`config.mk`:
```
export PLATFORM = sky130hd
export DESIGN_NAME = sppr_bank
export DESIGN_NICKNAME = d
export VERILOG_FILES = /design/src/rtl/sppr_pkg.sv /design/src/rtl/sppr_bank.sv
export VERILOG_INCLUDE_DIRS = /design/src /design/src/rtl
export SDC_FILE = /design/constraint.sdc
export NUM_CORES = 1
export LEC_CHECK = 0
export BUFFER_PORTS_ARGS = -buffer_cell sky130_fd_sc_hd__buf_2
export CAP_MARGIN = 5
export CORE_ASPECT_RATIO = 1.25
export CORE_MARGIN = 5
export CORE_UTILIZATION = 51
export DETAILED_ROUTE_END_ITERATION = 12
export HOLD_SLACK_MARGIN = 0.06
export PLACE_DENSITY = 0.79
export SLEW_MARGIN = 20
export SYNTH_ARGS = -nofsm -noshare
export SYNTH_HDL_FRONTEND = slang
export SYNTH_SLANG_ARGS = --single-unit
export TNS_END_PERCENT = 5
```
`constraint.sdc`:
```
create_clock -name CORE_CLK -period 2.2 [get_ports CORE_CLK]
set_clock_uncertainty 0.05 [all_clocks]
set_input_delay 0.11 -clock CORE_CLK [delete_from_list [all_inputs] [get_ports CORE_CLK]]
set_output_delay 0.11 -clock CORE_CLK [all_outputs]
set_load 0.02 [all_outputs]
```
`src/rtl/sppr_map.svh`:
```
`ifndef SPPR_MAP_SVH
`define SPPR_MAP_SVH

// ----------------------------------------
// Register addresses in the SFR space
// ----------------------------------------
`define SPPR_ADDR_PORT0 8'h80
`define SPPR_ADDR_POWER 8'h87
`define SPPR_ADDR_PORT1 8'h90
`define SPPR_ADDR_PORT2 8'hA0
`define SPPR_ADDR_PORT3 8'hB0
`define SPPR_ADDR_PRIO_UPPER 8'hB7
`define SPPR_ADDR_PRIO_LOWER 8'hB8

// ----------------------------------------
// Reset values
// ----------------------------------------
`define SPPR_RST_PORT 8'hFF
`define SPPR_RST_POWER 8'h00
`define SPPR_RST_PRIO 7'h00

// ----------------------------------------
// Power control field positions
// ----------------------------------------
`define SPPR_PC_BAUD_DOUBLER 7
`define SPPR_PC_BIT7_SELECT 6
`define SPPR_PC_RESERVED 5
`define SPPR_PC_SUPPLY_LOSS 4
`define SPPR_PC_USER_B 3
`define SPPR_PC_USER_A 2
`define SPPR_PC_POWERDOWN 1
`define SPPR_PC_SLEEP 0

// ----------------------------------------
// Priority bit positions, one per source
// ----------------------------------------
`define SPPR_SRC_COUNTER_ARRAY 6
`define SPPR_SRC_TIMER2 5
`define SPPR_SRC_SERIAL 4
`define SPPR_SRC_TIMER1 3
`define SPPR_SRC_EXT1 2
`define SPPR_SRC_TIMER0 1
`define SPPR_SRC_EXT0 0
`define SPPR_NUM_SRC 7

// Port 0 latch value forced by an external bus cycle
`define SPPR_BUS_CYCLE_FILL 8'hFF

`endif

```
`src/rtl/sppr_pkg.sv`:
```
package sppr_pkg;

  // ----------------------------------------
  // Types shared by the bank and its users
  // ----------------------------------------
  typedef logic [1:0] sppr_level_type;

  // CPU access to one SFR
  typedef struct packed {
    logic rd;
    logic wr;
    logic rmw;
    logic [7:0] addr;
    logic [7:0] wdata;
  } sppr_access_type;

  // Power and serial controls seen by the clock unit and serial port
  typedef struct packed {
    logic baud_doubler;
    logic serial_bit7_select;
    logic powerdown;
    logic idle;
  } sppr_power_type;

  // Overall low-power mode after precedence
  typedef enum logic [1:0] {
    SPPR_MODE_RUN = 2'b00,
    SPPR_MODE_IDLE = 2'b01,
    SPPR_MODE_POWERDOWN = 2'b11
  } sppr_mode_type;

endpackage

```
`src/rtl/sppr_bank.sv`:
```
`timescale 1ns/1ps
`include "sppr_map.svh"
// Notes on behaviour
// - Level is upper bit then lower bit
// - Bits 6..0 map seven interrupt sources
// - Reserved bits read zero, software writes zero
// - Port latches reset to ones, drive pins
// - Latch write updates driven pin data
// - Read-modify-write reads latch, others read pins
// - External bus cycle fills port 0 latch
// - Baud doubled with timer 1, modes 1-3
// - Power bit 6 steers serial bit 7
// - Supply-loss flag set by hardware or software
// - Two user flags with no hardware effect
// - Powerdown bit cleared by interrupt or reset
// - Idle bit cleared by interrupt or reset
// - Powerdown wins over idle
module sppr_bank
(
  input wire logic CORE_CLK,
  input wire logic SRST,
  input wire sppr_pkg::sppr_access_type ACCESS,
  output logic [7:0] RDATA,
  output logic RVALID,
  input wire logic [7:0] PORT0_PINS,
  input wire logic [7:0] PORT1_PINS,
  input wire logic [7:0] PORT2_PINS,
  input wire logic [7:0] PORT3_PINS,
  output logic [7:0] PORT0_OUT,
  output logic [7:0] PORT1_OUT,
  output logic [7:0] PORT2_OUT,
  output logic [7:0] PORT3_OUT,
  input wire logic EXT_BUS_CYCLE,
  input wire logic SUPPLY_RESTORED,
  input wire logic INTERRUPT_TAKEN,
  input wire logic TIMER1_BAUD_SEL,
  input wire logic [1:0] SERIAL_MODE,
  output logic [13:0] PRIORITY_LEVELS,
  output sppr_pkg::sppr_power_type POWER_CTRL,
  output sppr_pkg::sppr_mode_type POWER_MODE,
  output logic BAUD_DOUBLE_ACTIVE
);

  // ----------------------------------------
  // Pin synchronisers
  // ----------------------------------------
  logic [31:0] pins_meta_reg;
  logic [31:0] pins_sync_reg;
  logic supply_meta_reg;
  logic supply_sync_reg;
  logic supply_seen_reg;

  // Pins and the supply monitor are asynchronous, so two stages each
  always_ff @(posedge CORE_CLK)
  begin
    pins_meta_reg <= {PORT3_PINS, PORT2_PINS, PORT1_PINS, PORT0_PINS};
    pins_sync_reg <= pins_meta_reg;
    supply_meta_reg <= SUPPLY_RESTORED;
    supply_sync_reg <= supply_meta_reg;
    supply_seen_reg <= supply_sync_reg;
  end

  // Rising edge of the restored-supply indication, read off the second stage
  logic supply_rise;
  assign supply_rise = supply_sync_reg && !supply_seen_reg;

  // ----------------------------------------
  // Write decode
  // ----------------------------------------
  function automatic logic hit(input logic [7:0] addr, input logic [7:0] target);
    hit = addr == target;
  endfunction

  logic wr_p0, wr_p1, wr_p2, wr_p3, wr_pc, wr_ipu, wr_ipl;
  assign wr_p0 = ACCESS.wr && hit(ACCESS.addr, `SPPR_ADDR_PORT0);
  assign wr_p1 = ACCESS.wr && hit(ACCESS.addr, `SPPR_ADDR_PORT1);
  assign wr_p2 = ACCESS.wr && hit(ACCESS.addr, `SPPR_ADDR_PORT2);
  assign wr_p3 = ACCESS.wr && hit(ACCESS.addr, `SPPR_ADDR_PORT3);
  assign wr_pc = ACCESS.wr && hit(ACCESS.addr, `SPPR_ADDR_POWER);
  assign wr_ipu = ACCESS.wr && hit(ACCESS.addr, `SPPR_ADDR_PRIO_UPPER);
  assign wr_ipl = ACCESS.wr && hit(ACCESS.addr, `SPPR_ADDR_PRIO_LOWER);

  // ----------------------------------------
  // Port output latches
  // ----------------------------------------
  logic [7:0] port0_output_latch_reg;
  logic [7:0] port1_output_latch_reg;
  logic [7:0] port2_output_latch_reg;
  logic [7:0] port3_output_latch_reg;

  // Bus cycle wins over a CPU write: the address/data mux needs a high latch
  always_ff @(posedge CORE_CLK)
  begin
    if (SRST)
      port0_output_latch_reg <= `SPPR_RST_PORT;
    else if (EXT_BUS_CYCLE)
      port0_output_latch_reg <= `SPPR_BUS_CYCLE_FILL;
    else if (wr_p0)
      port0_output_latch_reg <= ACCESS.wdata;
  end

  // Ports 1 to 3 are plain latches
  always_ff @(posedge CORE_CLK)
  begin
    if (SRST)
    begin
      port1_output_latch_reg <= `SPPR_RST_PORT;
      port2_output_latch_reg <= `SPPR_RST_PORT;
      port3_output_latch_reg <= `SPPR_RST_PORT;
    end
    else
    begin
      if (wr_p1)
        port1_output_latch_reg <= ACCESS.wdata;
      if (wr_p2)
        port2_output_latch_reg <= ACCESS.wdata;
      if (wr_p3)
        port3_output_latch_reg <= ACCESS.wdata;
    end
  end

  // Latches drive the pins directly
  assign PORT0_OUT = port0_output_latch_reg;
  assign PORT1_OUT = port1_output_latch_reg;
  assign PORT2_OUT = port2_output_latch_reg;
  assign PORT3_OUT = port3_output_latch_reg;

  // ----------------------------------------
  // Interrupt priority registers
  // ----------------------------------------
  logic [6:0] interrupt_priority_upper_reg;
  logic [6:0] interrupt_priority_lower_reg;

  // Bit 7 is not stored; it always reads zero
  always_ff @(posedge CORE_CLK)
  begin
    if (SRST)
    begin
      interrupt_priority_upper_reg <= `SPPR_RST_PRIO;
      interrupt_priority_lower_reg <= `SPPR_RST_PRIO;
    end
    else
    begin
      if (wr_ipu)
        interrupt_priority_upper_reg <= ACCESS.wdata[6:0];
      if (wr_ipl)
        interrupt_priority_lower_reg <= ACCESS.wdata[6:0];
    end
  end

  // Level of source n sits at bits 2n+1:2n, upper bit first
  always_comb
  begin
    PRIORITY_LEVELS = 14'h0000;
    for (int n = 0; n < `SPPR_NUM_SRC; n++)
    begin
      PRIORITY_LEVELS[2*n+1] = interrupt_priority_upper_reg[n];
      PRIORITY_LEVELS[2*n] = interrupt_priority_lower_reg[n];
    end
  end

  // ----------------------------------------
  // Power control register
  // ----------------------------------------
  logic baud_doubler_reg;
  logic serial_bit7_select_reg;
  logic supply_loss_flag_reg;
  logic user_flag_b_reg;
  logic user_flag_a_reg;
  logic powerdown_request_reg;
  logic cpu_sleep_request_reg;

  // Serial controls and user flags are plain software bits
  always_ff @(posedge CORE_CLK)
  begin
    if (SRST)
    begin
      baud_doubler_reg <= 1'b0;
      serial_bit7_select_reg <= 1'b0;
      user_flag_b_reg <= 1'b0;
      user_flag_a_reg <= 1'b0;
    end
    else if (wr_pc)
    begin
      baud_doubler_reg <= ACCESS.wdata[`SPPR_PC_BAUD_DOUBLER];
      serial_bit7_select_reg <= ACCESS.wdata[`SPPR_PC_BIT7_SELECT];
      user_flag_b_reg <= ACCESS.wdata[`SPPR_PC_USER_B];
      user_flag_a_reg <= ACCESS.wdata[`SPPR_PC_USER_A];
    end
  end

  // Supply-loss flag survives the core reset; hardware set beats a software clear
  always_ff @(posedge CORE_CLK)
  begin
    if (supply_rise)
      supply_loss_flag_reg <= 1'b1;
    else if (wr_pc)
      supply_loss_flag_reg <= ACCESS.wdata[`SPPR_PC_SUPPLY_LOSS];
  end

  // Mode requests: an interrupt clears them even if written in the same cycle,
  // otherwise the core could fall asleep past the wake event
  always_ff @(posedge CORE_CLK)
  begin
    if (SRST || INTERRUPT_TAKEN)
    begin
      powerdown_request_reg <= 1'b0;
      cpu_sleep_request_reg <= 1'b0;
    end
    else if (wr_pc)
    begin
      powerdown_request_reg <= ACCESS.wdata[`SPPR_PC_POWERDOWN];
      cpu_sleep_request_reg <= ACCESS.wdata[`SPPR_PC_SLEEP];
    end
  end

  // Exported controls, one driver for the whole struct
  assign POWER_CTRL = '{
    baud_doubler: baud_doubler_reg,
    serial_bit7_select: serial_bit7_select_reg,
    powerdown: powerdown_request_reg,
    idle: cpu_sleep_request_reg
  };

  // Powerdown takes precedence when both requests are set
  always_comb
  begin
    if (powerdown_request_reg)
      POWER_MODE = sppr_pkg::SPPR_MODE_POWERDOWN;
    else if (cpu_sleep_request_reg)
      POWER_MODE = sppr_pkg::SPPR_MODE_IDLE;
    else
      POWER_MODE = sppr_pkg::SPPR_MODE_RUN;
  end

  // Doubling applies only with timer 1 as baud source and modes 1 to 3
  assign BAUD_DOUBLE_ACTIVE = baud_doubler_reg && TIMER1_BAUD_SEL && (SERIAL_MODE != 2'b00);

  // ----------------------------------------
  // Read path
  // ----------------------------------------
  logic [7:0] power_read;
  assign power_read = {baud_doubler_reg, serial_bit7_select_reg, 1'b0, supply_loss_flag_reg,
                       user_flag_b_reg, user_flag_a_reg, powerdown_request_reg, cpu_sleep_request_reg};

  // Ports return latch for read-modify-write, synchronised pins otherwise
  function automatic logic [7:0] port_view(input logic rmw, input logic [7:0] latch, input logic [7:0] pins);
    port_view = rmw ? latch : pins;
  endfunction

  logic [7:0] rdata_next;
  always_comb
  begin
    unique case (ACCESS.addr)
      `SPPR_ADDR_PORT0: rdata_next = port_view(ACCESS.rmw, port0_output_latch_reg, pins_sync_reg[7:0]);
      `SPPR_ADDR_PORT1: rdata_next = port_view(ACCESS.rmw, port1_output_latch_reg, pins_sync_reg[15:8]);
      `SPPR_ADDR_PORT2: rdata_next = port_view(ACCESS.rmw, port2_output_latch_reg, pins_sync_reg[23:16]);
      `SPPR_ADDR_PORT3: rdata_next = port_view(ACCESS.rmw, port3_output_latch_reg, pins_sync_reg[31:24]);
      `SPPR_ADDR_POWER: rdata_next = power_read;
      `SPPR_ADDR_PRIO_UPPER: rdata_next = {1'b0, interrupt_priority_upper_reg};
      `SPPR_ADDR_PRIO_LOWER: rdata_next = {1'b0, interrupt_priority_lower_reg};
      default: rdata_next = 8'h00;
    endcase
  end

  // Read data is registered, valid one cycle after the request
  always_ff @(posedge CORE_CLK)
  begin
    if (SRST)
    begin
      RDATA <= 8'h00;
      RVALID <= 1'b0;
    end
    else
    begin
      RDATA <= ACCESS.rd ? rdata_next : 8'h00;
      RVALID <= ACCESS.rd;
    end
  end

  // ----------------------------------------
  // Checks
  // ----------------------------------------
  port_reset_a: assert property (@(posedge CORE_CLK) SRST |=> PORT1_OUT == 8'hFF && PORT3_OUT == 8'hFF)
    else $error("port latch not all ones after reset");

  port_write_a: assert property (@(posedge CORE_CLK) disable iff (SRST)
    wr_p2 |=> PORT2_OUT == $past(ACCESS.wdata))
    else $error("port 2 write not driven out");

  bus_fill_a: assert property (@(posedge CORE_CLK) disable iff (SRST)
    EXT_BUS_CYCLE |=> PORT0_OUT == 8'hFF)
    else $error("port 0 not filled on bus cycle");

  rmw_latch_a: assert property (@(posedge CORE_CLK) disable iff (SRST)
    ACCESS.rd && ACCESS.rmw && ACCESS.addr == 8'h90 && !wr_p1 |=> RDATA == $past(PORT1_OUT))
    else $error("rmw read did not return latch");

  pin_read_a: assert property (@(posedge CORE_CLK) disable iff (SRST)
    ACCESS.rd && !ACCESS.rmw && ACCESS.addr == 8'hB0 |=> RDATA == $past(PORT3_PINS, 3))
    else $error("plain read did not return pins");

  reserved_zero_a: assert property (@(posedge CORE_CLK) disable iff (SRST)
    RVALID |-> !(RDATA[7] && $past(ACCESS.addr) inside {8'hB7, 8'hB8}) && !(RDATA[5] && $past(ACCESS.addr) == 8'h87))
    else $error("reserved bit read nonzero");

  level_map_a: assert property (@(posedge CORE_CLK) disable iff (SRST)
    wr_ipu ##1 wr_ipl |=> PRIORITY_LEVELS[13:12] == {$past(ACCESS.wdata[6], 2), $past(ACCESS.wdata[6])})
    else $error("counter array level mismatch");

  wake_clear_a: assert property (@(posedge CORE_CLK) disable iff (SRST)
    INTERRUPT_TAKEN |=> !POWER_CTRL.idle && !POWER_CTRL.powerdown)
    else $error("mode request survived interrupt");

  pd_wins_a: assert property (@(posedge CORE_CLK) disable iff (SRST)
    POWER_CTRL.powerdown |-> POWER_MODE == sppr_pkg::SPPR_MODE_POWERDOWN)
    else $error("idle taken over powerdown");

  supply_set_a: assert property (@(posedge CORE_CLK)
    supply_rise |=> supply_loss_flag_reg)
    else $error("supply-loss flag not set");

  baud_gate_a: assert property (@(posedge CORE_CLK) disable iff (SRST)
    SERIAL_MODE == 2'b00 || !TIMER1_BAUD_SEL |-> !BAUD_DOUBLE_ACTIVE)
    else $error("baud doubled outside allowed modes");

  baud_active_a: assert property (@(posedge CORE_CLK) disable iff (SRST)
    POWER_CTRL.baud_doubler && TIMER1_BAUD_SEL && SERIAL_MODE != 2'b00 |-> BAUD_DOUBLE_ACTIVE)
    else $error("baud not doubled in allowed modes");

  bit7_select_a: assert property (@(posedge CORE_CLK) disable iff (SRST)
    wr_pc |=> POWER_CTRL.serial_bit7_select == $past(ACCESS.wdata[6]))
    else $error("serial bit 7 select not written");

  user_flags_a: assert property (@(posedge CORE_CLK) disable iff (SRST)
    wr_pc |=> {user_flag_b_reg, user_flag_a_reg} == $past(ACCESS.wdata[3:2]))
    else $error("user flags not written");

  pd_write_a: assert property (@(posedge CORE_CLK) disable iff (SRST)
    wr_pc && !INTERRUPT_TAKEN |=> POWER_CTRL.powerdown == $past(ACCESS.wdata[1]))
    else $error("powerdown request not written");

  idle_mode_a: assert property (@(posedge CORE_CLK) disable iff (SRST)
    POWER_CTRL.idle && !POWER_CTRL.powerdown |-> POWER_MODE == sppr_pkg::SPPR_MODE_IDLE)
    else $error("idle request not reflected in mode");

endmodule

```
## Word-level counts from Yosys, hierarchy flattened

Index checks and enable logic that the tools add are counted.

- Reduce and logical (&&, ||, !) cells: 15
- Bitwise gates (word level): 1
- Mux-type cells: 7
- Eq/ne operators: 7

Operators with widths:

| cell | number |
|---|---|
| $eq 8x8->1 const B | 7 |
| $pmux 8 s7 | 1 |
| $mux 8 | 4 |
| $logic_and 1x1->1 | 10 |
| $reduce_or 2->1 | 2 |
| $mux 2 | 1 |
| $reduce_bool 2->1 | 1 |
| $logic_not 1->1 | 1 |
| $logic_or 1x1->1 | 1 |
| $mux 1 | 1 |
| $not 1->1 | 1 |

- Word-level logic and storage cells: 50
- Register bits: 129
- Bits of input ports: 59
- Output and inout port bits: 62

## Logic depth before layout (Yosys ltp)

- Depth after elaboration: 2
- Mapped depth: 7

## Worst setup path before layout

No wires, ideal clock.

- Kind: input to register
- From: in ACCESS[10] (netlist bit)
- To: reg port1_output_latch_reg[0] (netlist: PORT1_OUT[0])
- Required time: 2.030 ns
- Data arrival time: 1.805 ns
- Path buffers: 3
- Path slack: 0.225 ns
- Setup time: 0.120 ns
- Cell stages on the path: 6
- Cell sequence: or4_4 -> buf_6 -> or4_1 -> buf_2 -> buf_6 -> a211o_1

- Cells in the longest elaborated chain, start to end: 2

RTL lines:

| what | RTL line | RTL |
|---|---|---|
| start: declaration | sppr_bank.sv:22 | `input wire sppr_pkg::sppr_access_type ACCESS,` |
| $eq 8x8->1 | sppr_bank.sv:71 | `hit = addr == target;` |
| $logic_and 1x1->1 | sppr_bank.sv:76 | `` assign wr_p1 = ACCESS.wr && hit(ACCESS.addr, `SPPR_ADDR_PORT1); `` |
| end signal: assignment | sppr_bank.sv:107 | `` port1_output_latch_reg <= `SPPR_RST_PORT; `` |
| end signal: assignment | sppr_bank.sv:114 | `port1_output_latch_reg <= ACCESS.wdata;` |
| end: declaration | sppr_bank.sv:87 | `logic [7:0] port1_output_latch_reg;` |

Every way passes these cells.
A chain may end at the register's enable or synchronous reset.

## Worst setup path in the final report

- From: in ACCESS[13] (netlist bit)
- To: reg cpu_sleep_request_reg

- Cells in the longest elaborated chain, start to end: 2

RTL lines:

| what | RTL line | RTL |
|---|---|---|
| $eq 8x8->1 | sppr_bank.sv:71 |  |
| $logic_and 1x1->1 | sppr_bank.sv:79 | `` assign wr_pc = ACCESS.wr && hit(ACCESS.addr, `SPPR_ADDR_POWER); `` |
| end signal: assignment | sppr_bank.sv:213 | `` cpu_sleep_request_reg <= ACCESS.wdata[`SPPR_PC_SLEEP]; `` |
| end: declaration | sppr_bank.sv:171 | `logic cpu_sleep_request_reg;` |

Every way passes these cells.

==> out/summary.json <==
{
  "status": {
    "status": "complete, no violations"
  },
  "sta": {
    "worst_slew_margin": 0.419,
    "final.setup.tns_ns": 0,
    "final-setup-viol-count": 0,
    "rsz0062_at_grt": "false",
    "post-route-period-util": 0.792,
    "final_hold_viol_count": 0,
    "final_critical_path_required_period_ns": 1.74,
    "slew_at_the_pin_closest_to_its_max_slew_limit_ns": 0.857,
    "finalMaxSlewViolations": 0,
    "max_freq_mhz": 574,
    "timing.final.ws_setup_ns": 0.458
  },
  "worst_setup_path": {
    "timing.critical_path.from": "ACCESS[13]",
    "endpoint_arrival_time_on_the_critical_path_ns": 2.08,
    "worst-r2r-cell-count": 3,
    "reg2reg_to": "cpu_sleep_request_reg$_SDFFE_PP0P_",
    "worst_setup_path_end_kind": "flip-flop",
    "worstReg2RegStart": "cpu_sleep_request_reg$_SDFFE_PP0P_",
    "timing.critical_path.fanout_max": 8,
    "worst_path_max_delay_cell": "sky130_fd_sc_hd__dlygate4sd3_1",
    "crit_path_start_kind": "input pin",
    "ordered_cell_list_for_the_critical_path": "buf_2 -> nor4b_1 -> buf_4 -> nand3_1 -> mux2i_1 -> nor3_1 -> dlygate4sd3_1",
    "slowest_stage_delay_cp_ns": 0.58,
    "setup.reg_to_reg.worst_slack_ns": 0.90,
    "timing.critical_path.required_ns": 2.54,
    "criticalPathCategory": "in2reg",
    "setup.worst_path.end": "cpu_sleep_request_reg$_SDFFE_PP0P_"
  },
  "cts": {
    "htree_num_levels": 4,
    "path_clk_slew_ns": 0.06,
    "tritoncts": "yes",
    "max-clock-path-buffers": 2,
    "clock-sinks": 129,
    "cts.repair.resized": 0,
    "tritoncts.num_buffers": 17,
    "cts_root_buffer": "sky130_fd_sc_hd__clkbuf_8",
    "worstSkewPairLatency_ns": 0.51
  },
  "routing": {
    "firstDrtPassIters": 5,
    "final_antenna_net_count": 0,
    "via_count": 3724,
    "residual_drc_count": 0,
    "routed_via_density": 5.55,
    "wirelength_um": 11700,
    "drt_iter0_drc": 211,
    "detail_route.wl_per_cell_um": 17.4
  },
  "logic_synthesis": {
    "synthesis.area_per_instance_sq_um": 10.9,
    "yosys.area.top_type": "sky130_fd_sc_hd__dfxtp_1",
    "synth.ff_latch_count": 129,
    "post_synth_num_cell_types": 40,
    "seq_area_frac_synth": 0.599,
    "post_synth_instance_area_sq_um": 4310,
    "postSynthNetCount": 454,
    "ys.warnings.count": 0,
    "area_fraction_of_the_dominant_cell_type_after_synthesis": 0.599,
    "cells_taking_the_most_area_after_synthesis": "sky130_fd_sc_hd__dfxtp_1 60%, sky130_fd_sc_hd__mux2i_1 10%, sky130_fd_sc_hd__a211o_1 4.9%, sky130_fd_sc_hd__nor2_1 3.3%, sky130_fd_sc_hd__nand2_1 2.8%",
    "post_synth_inst_count": 395
  },
  "worst_hold_path": {
    "hold_path_class": "in2reg",
    "hp-start": "ACCESS[14]"
  },
  "pwr": {
    "clock_power_share": 0.492,
    "total_leakage_power_uw": 0.00275,
    "power_density_nw_per_um2": 888,
    "share_comb_of_total_power": 0.052,
    "power_switching_uw": 1130,
    "worst_vdd_ir_v": 0.000794,
    "total_power_uw": 5310,
    "swShare": 0.212,
    "seq_power_share": 0.456,
    "internal_power_uw": 4190
  },
  "layout": {
    "layout-drive-gt1-share": 0.277,
    "mostFrequentLayoutCell": "sky130_fd_sc_hd__dfxtp_1",
    "final_net_count": 620,
    "stdcell_area_sq_um": 5980,
    "layout-area-overhead-vs-synth_pct": 38.7,
    "diodes": 0,
    "n_fill_cell": 578,
    "layout.cells.most_common_list": "129 x sky130_fd_sc_hd__dfxtp_1, 120 x sky130_fd_sc_hd__buf_2, 46 x sky130_fd_sc_hd__dlygate4sd3_1, 45 x sky130_fd_sc_hd__mux2i_1, 38 x sky130_fd_sc_hd__nor2_1",
    "final_core_util": 0.726,
    "area.sequential_sq_um": 2580,
    "multi_input_comb_area_sq_um": 1550
  },
  "floorplan": {
    "fp.dieArea_sq_um": 10400,
    "die_width_um": 92.3,
    "num_io_pins": 121,
    "die_h_um": 113,
    "start_util": 0.524,
    "design.core.area_sq_um": 8240,
    "rows": 37
  },
  "run": {
    "cap_violations": 0
  },
  "global_routing": {
    "grt-ovfl-total": 0,
    "grtUsageTotal": 0.225,
    "wire_length_of_the_first_global_routing_pass_um": 18500,
    "grt_start_max_net_pins": 45,
    "antenna_found_initial": 0,
    "vias_in_the_first_global_route": 3700
  },
  "placement": {
    "place_congestion": 0.882,
    "post_detailed_placement_cell_area_sq_um": 4970,
    "io_buffers": 120,
    "detailed_place_hpwl_um": 7890,
    "preCtsSetupSlack_ns": 0.174
  }
}
-- through the flow --
step	instances	hold WS, ns
6_report	671	0.0890
5_1_grt	671	0.104
4_1_cts	671	0.0680
3_5_place_dp	593	0.164
3_3_place_gp	593	0.162
2_1_floorplan	395	0.0877
-- synth_stat cells (all sizes together) --
cell / n
a211o: 24
a21boi: 1
a21oi: 12
a221o: 1
a22oi: 9
a2bb2oi: 4
a31oi: 3
and2: 3
and3: 1
and4b: 2
buf: 14
clkbuf: 14
dfxtp: 129
inv: 10
mux2i: 45
nand2: 32
nand2b: 3
nand3: 5
nand4b: 1
nor2: 38
nor2b: 2
nor3: 3
nor4: 1
nor4b: 2
o211a: 1
o211ai: 8
o21ai: 1
o221ai: 1
o22a: 3
o22ai: 11
o2bb2ai: 5
o311ai: 1
or2: 1
or4: 3
or4b: 1
-- cell type report --
| class | count | area share |
|---|---|---|
| sequential | 129 | 0.432 |
| clock buffer | 23 | 0.0747 |
| multi-input combinational | 228 | 0.258 |
| inverter | 10 | 0.00627 |
| clock inverter | 9 | 0.0182 |
| timing repair buffer | 175 | 0.191 |
| tap | 97 | 0.0203 |
-- worst max-delay path, delay by kind of cell --
family,cells,cell delay (ns)
AND/OR/NAND/NOR,3,0.77
multiplexers,1,0.28
buffers and inverters,3,0.93
-- per-layer routing --
layer,GRT usage,part of all wire
met1,0.258,0.39
met2,0.390,0.50
met3,0.0765,0.087
met4,0.0763,0.027
met5,0,0
-- logic make-up (layout without fill, tap and decap cells) --
| logic type | Yosys count | in the layout | share of synthesized area |
|---|---|---|---|
| compound gates | 85 | 85 | 0.148 |
| buf+inv | 38 | 217 | 0.0432 |
| flops | 129 | 129 | 0.599 |
| mux | 45 | 45 | 0.104 |
| simple gates | 98 | 98 | 0.105 |
-- worst min-delay path by stage --
| stage | endpoint | slack (ns) | depth (start not counted) |
|---|---|---|---|
| 2_1_floorplan | pins_meta_reg[0]$_DFF_P_ | 0.09 | 0 |
| 3_5_place_dp | pins_meta_reg[22]$_DFF_P_ | 0.16 | 1 |
| 6_report | RDATA[7]$_SDFF_PP0_ | 0.09 | 5 |
| 4_1_cts | RDATA[7]$_SDFF_PP0_ | 0.07 | 5 |
| 3_3_place_gp | pins_meta_reg[21]$_DFF_P_ | 0.16 | 1 |
| 5_1_grt | RDATA[7]$_SDFF_PP0_ | 0.10 | 5 |
-- power groups by stage --
stage	clock network, uW	registers (uW)	logic, uW
finish	2610	2420	277
global route	2760	2430	295
CTS	2620	2420	270
detailed placement	0	2470	208
global placement	0	2470	202
floorplan	0	2470	104
-- repair_timing --
| action | CTS | global route |
|---|---|---|
| hold endpoints to repair | 88 | 0 |
| setup buffers | 0 | 0 |
| hold buffers | 46 | 0 |
No activity file was read; power rests on OpenSTA's default activity.
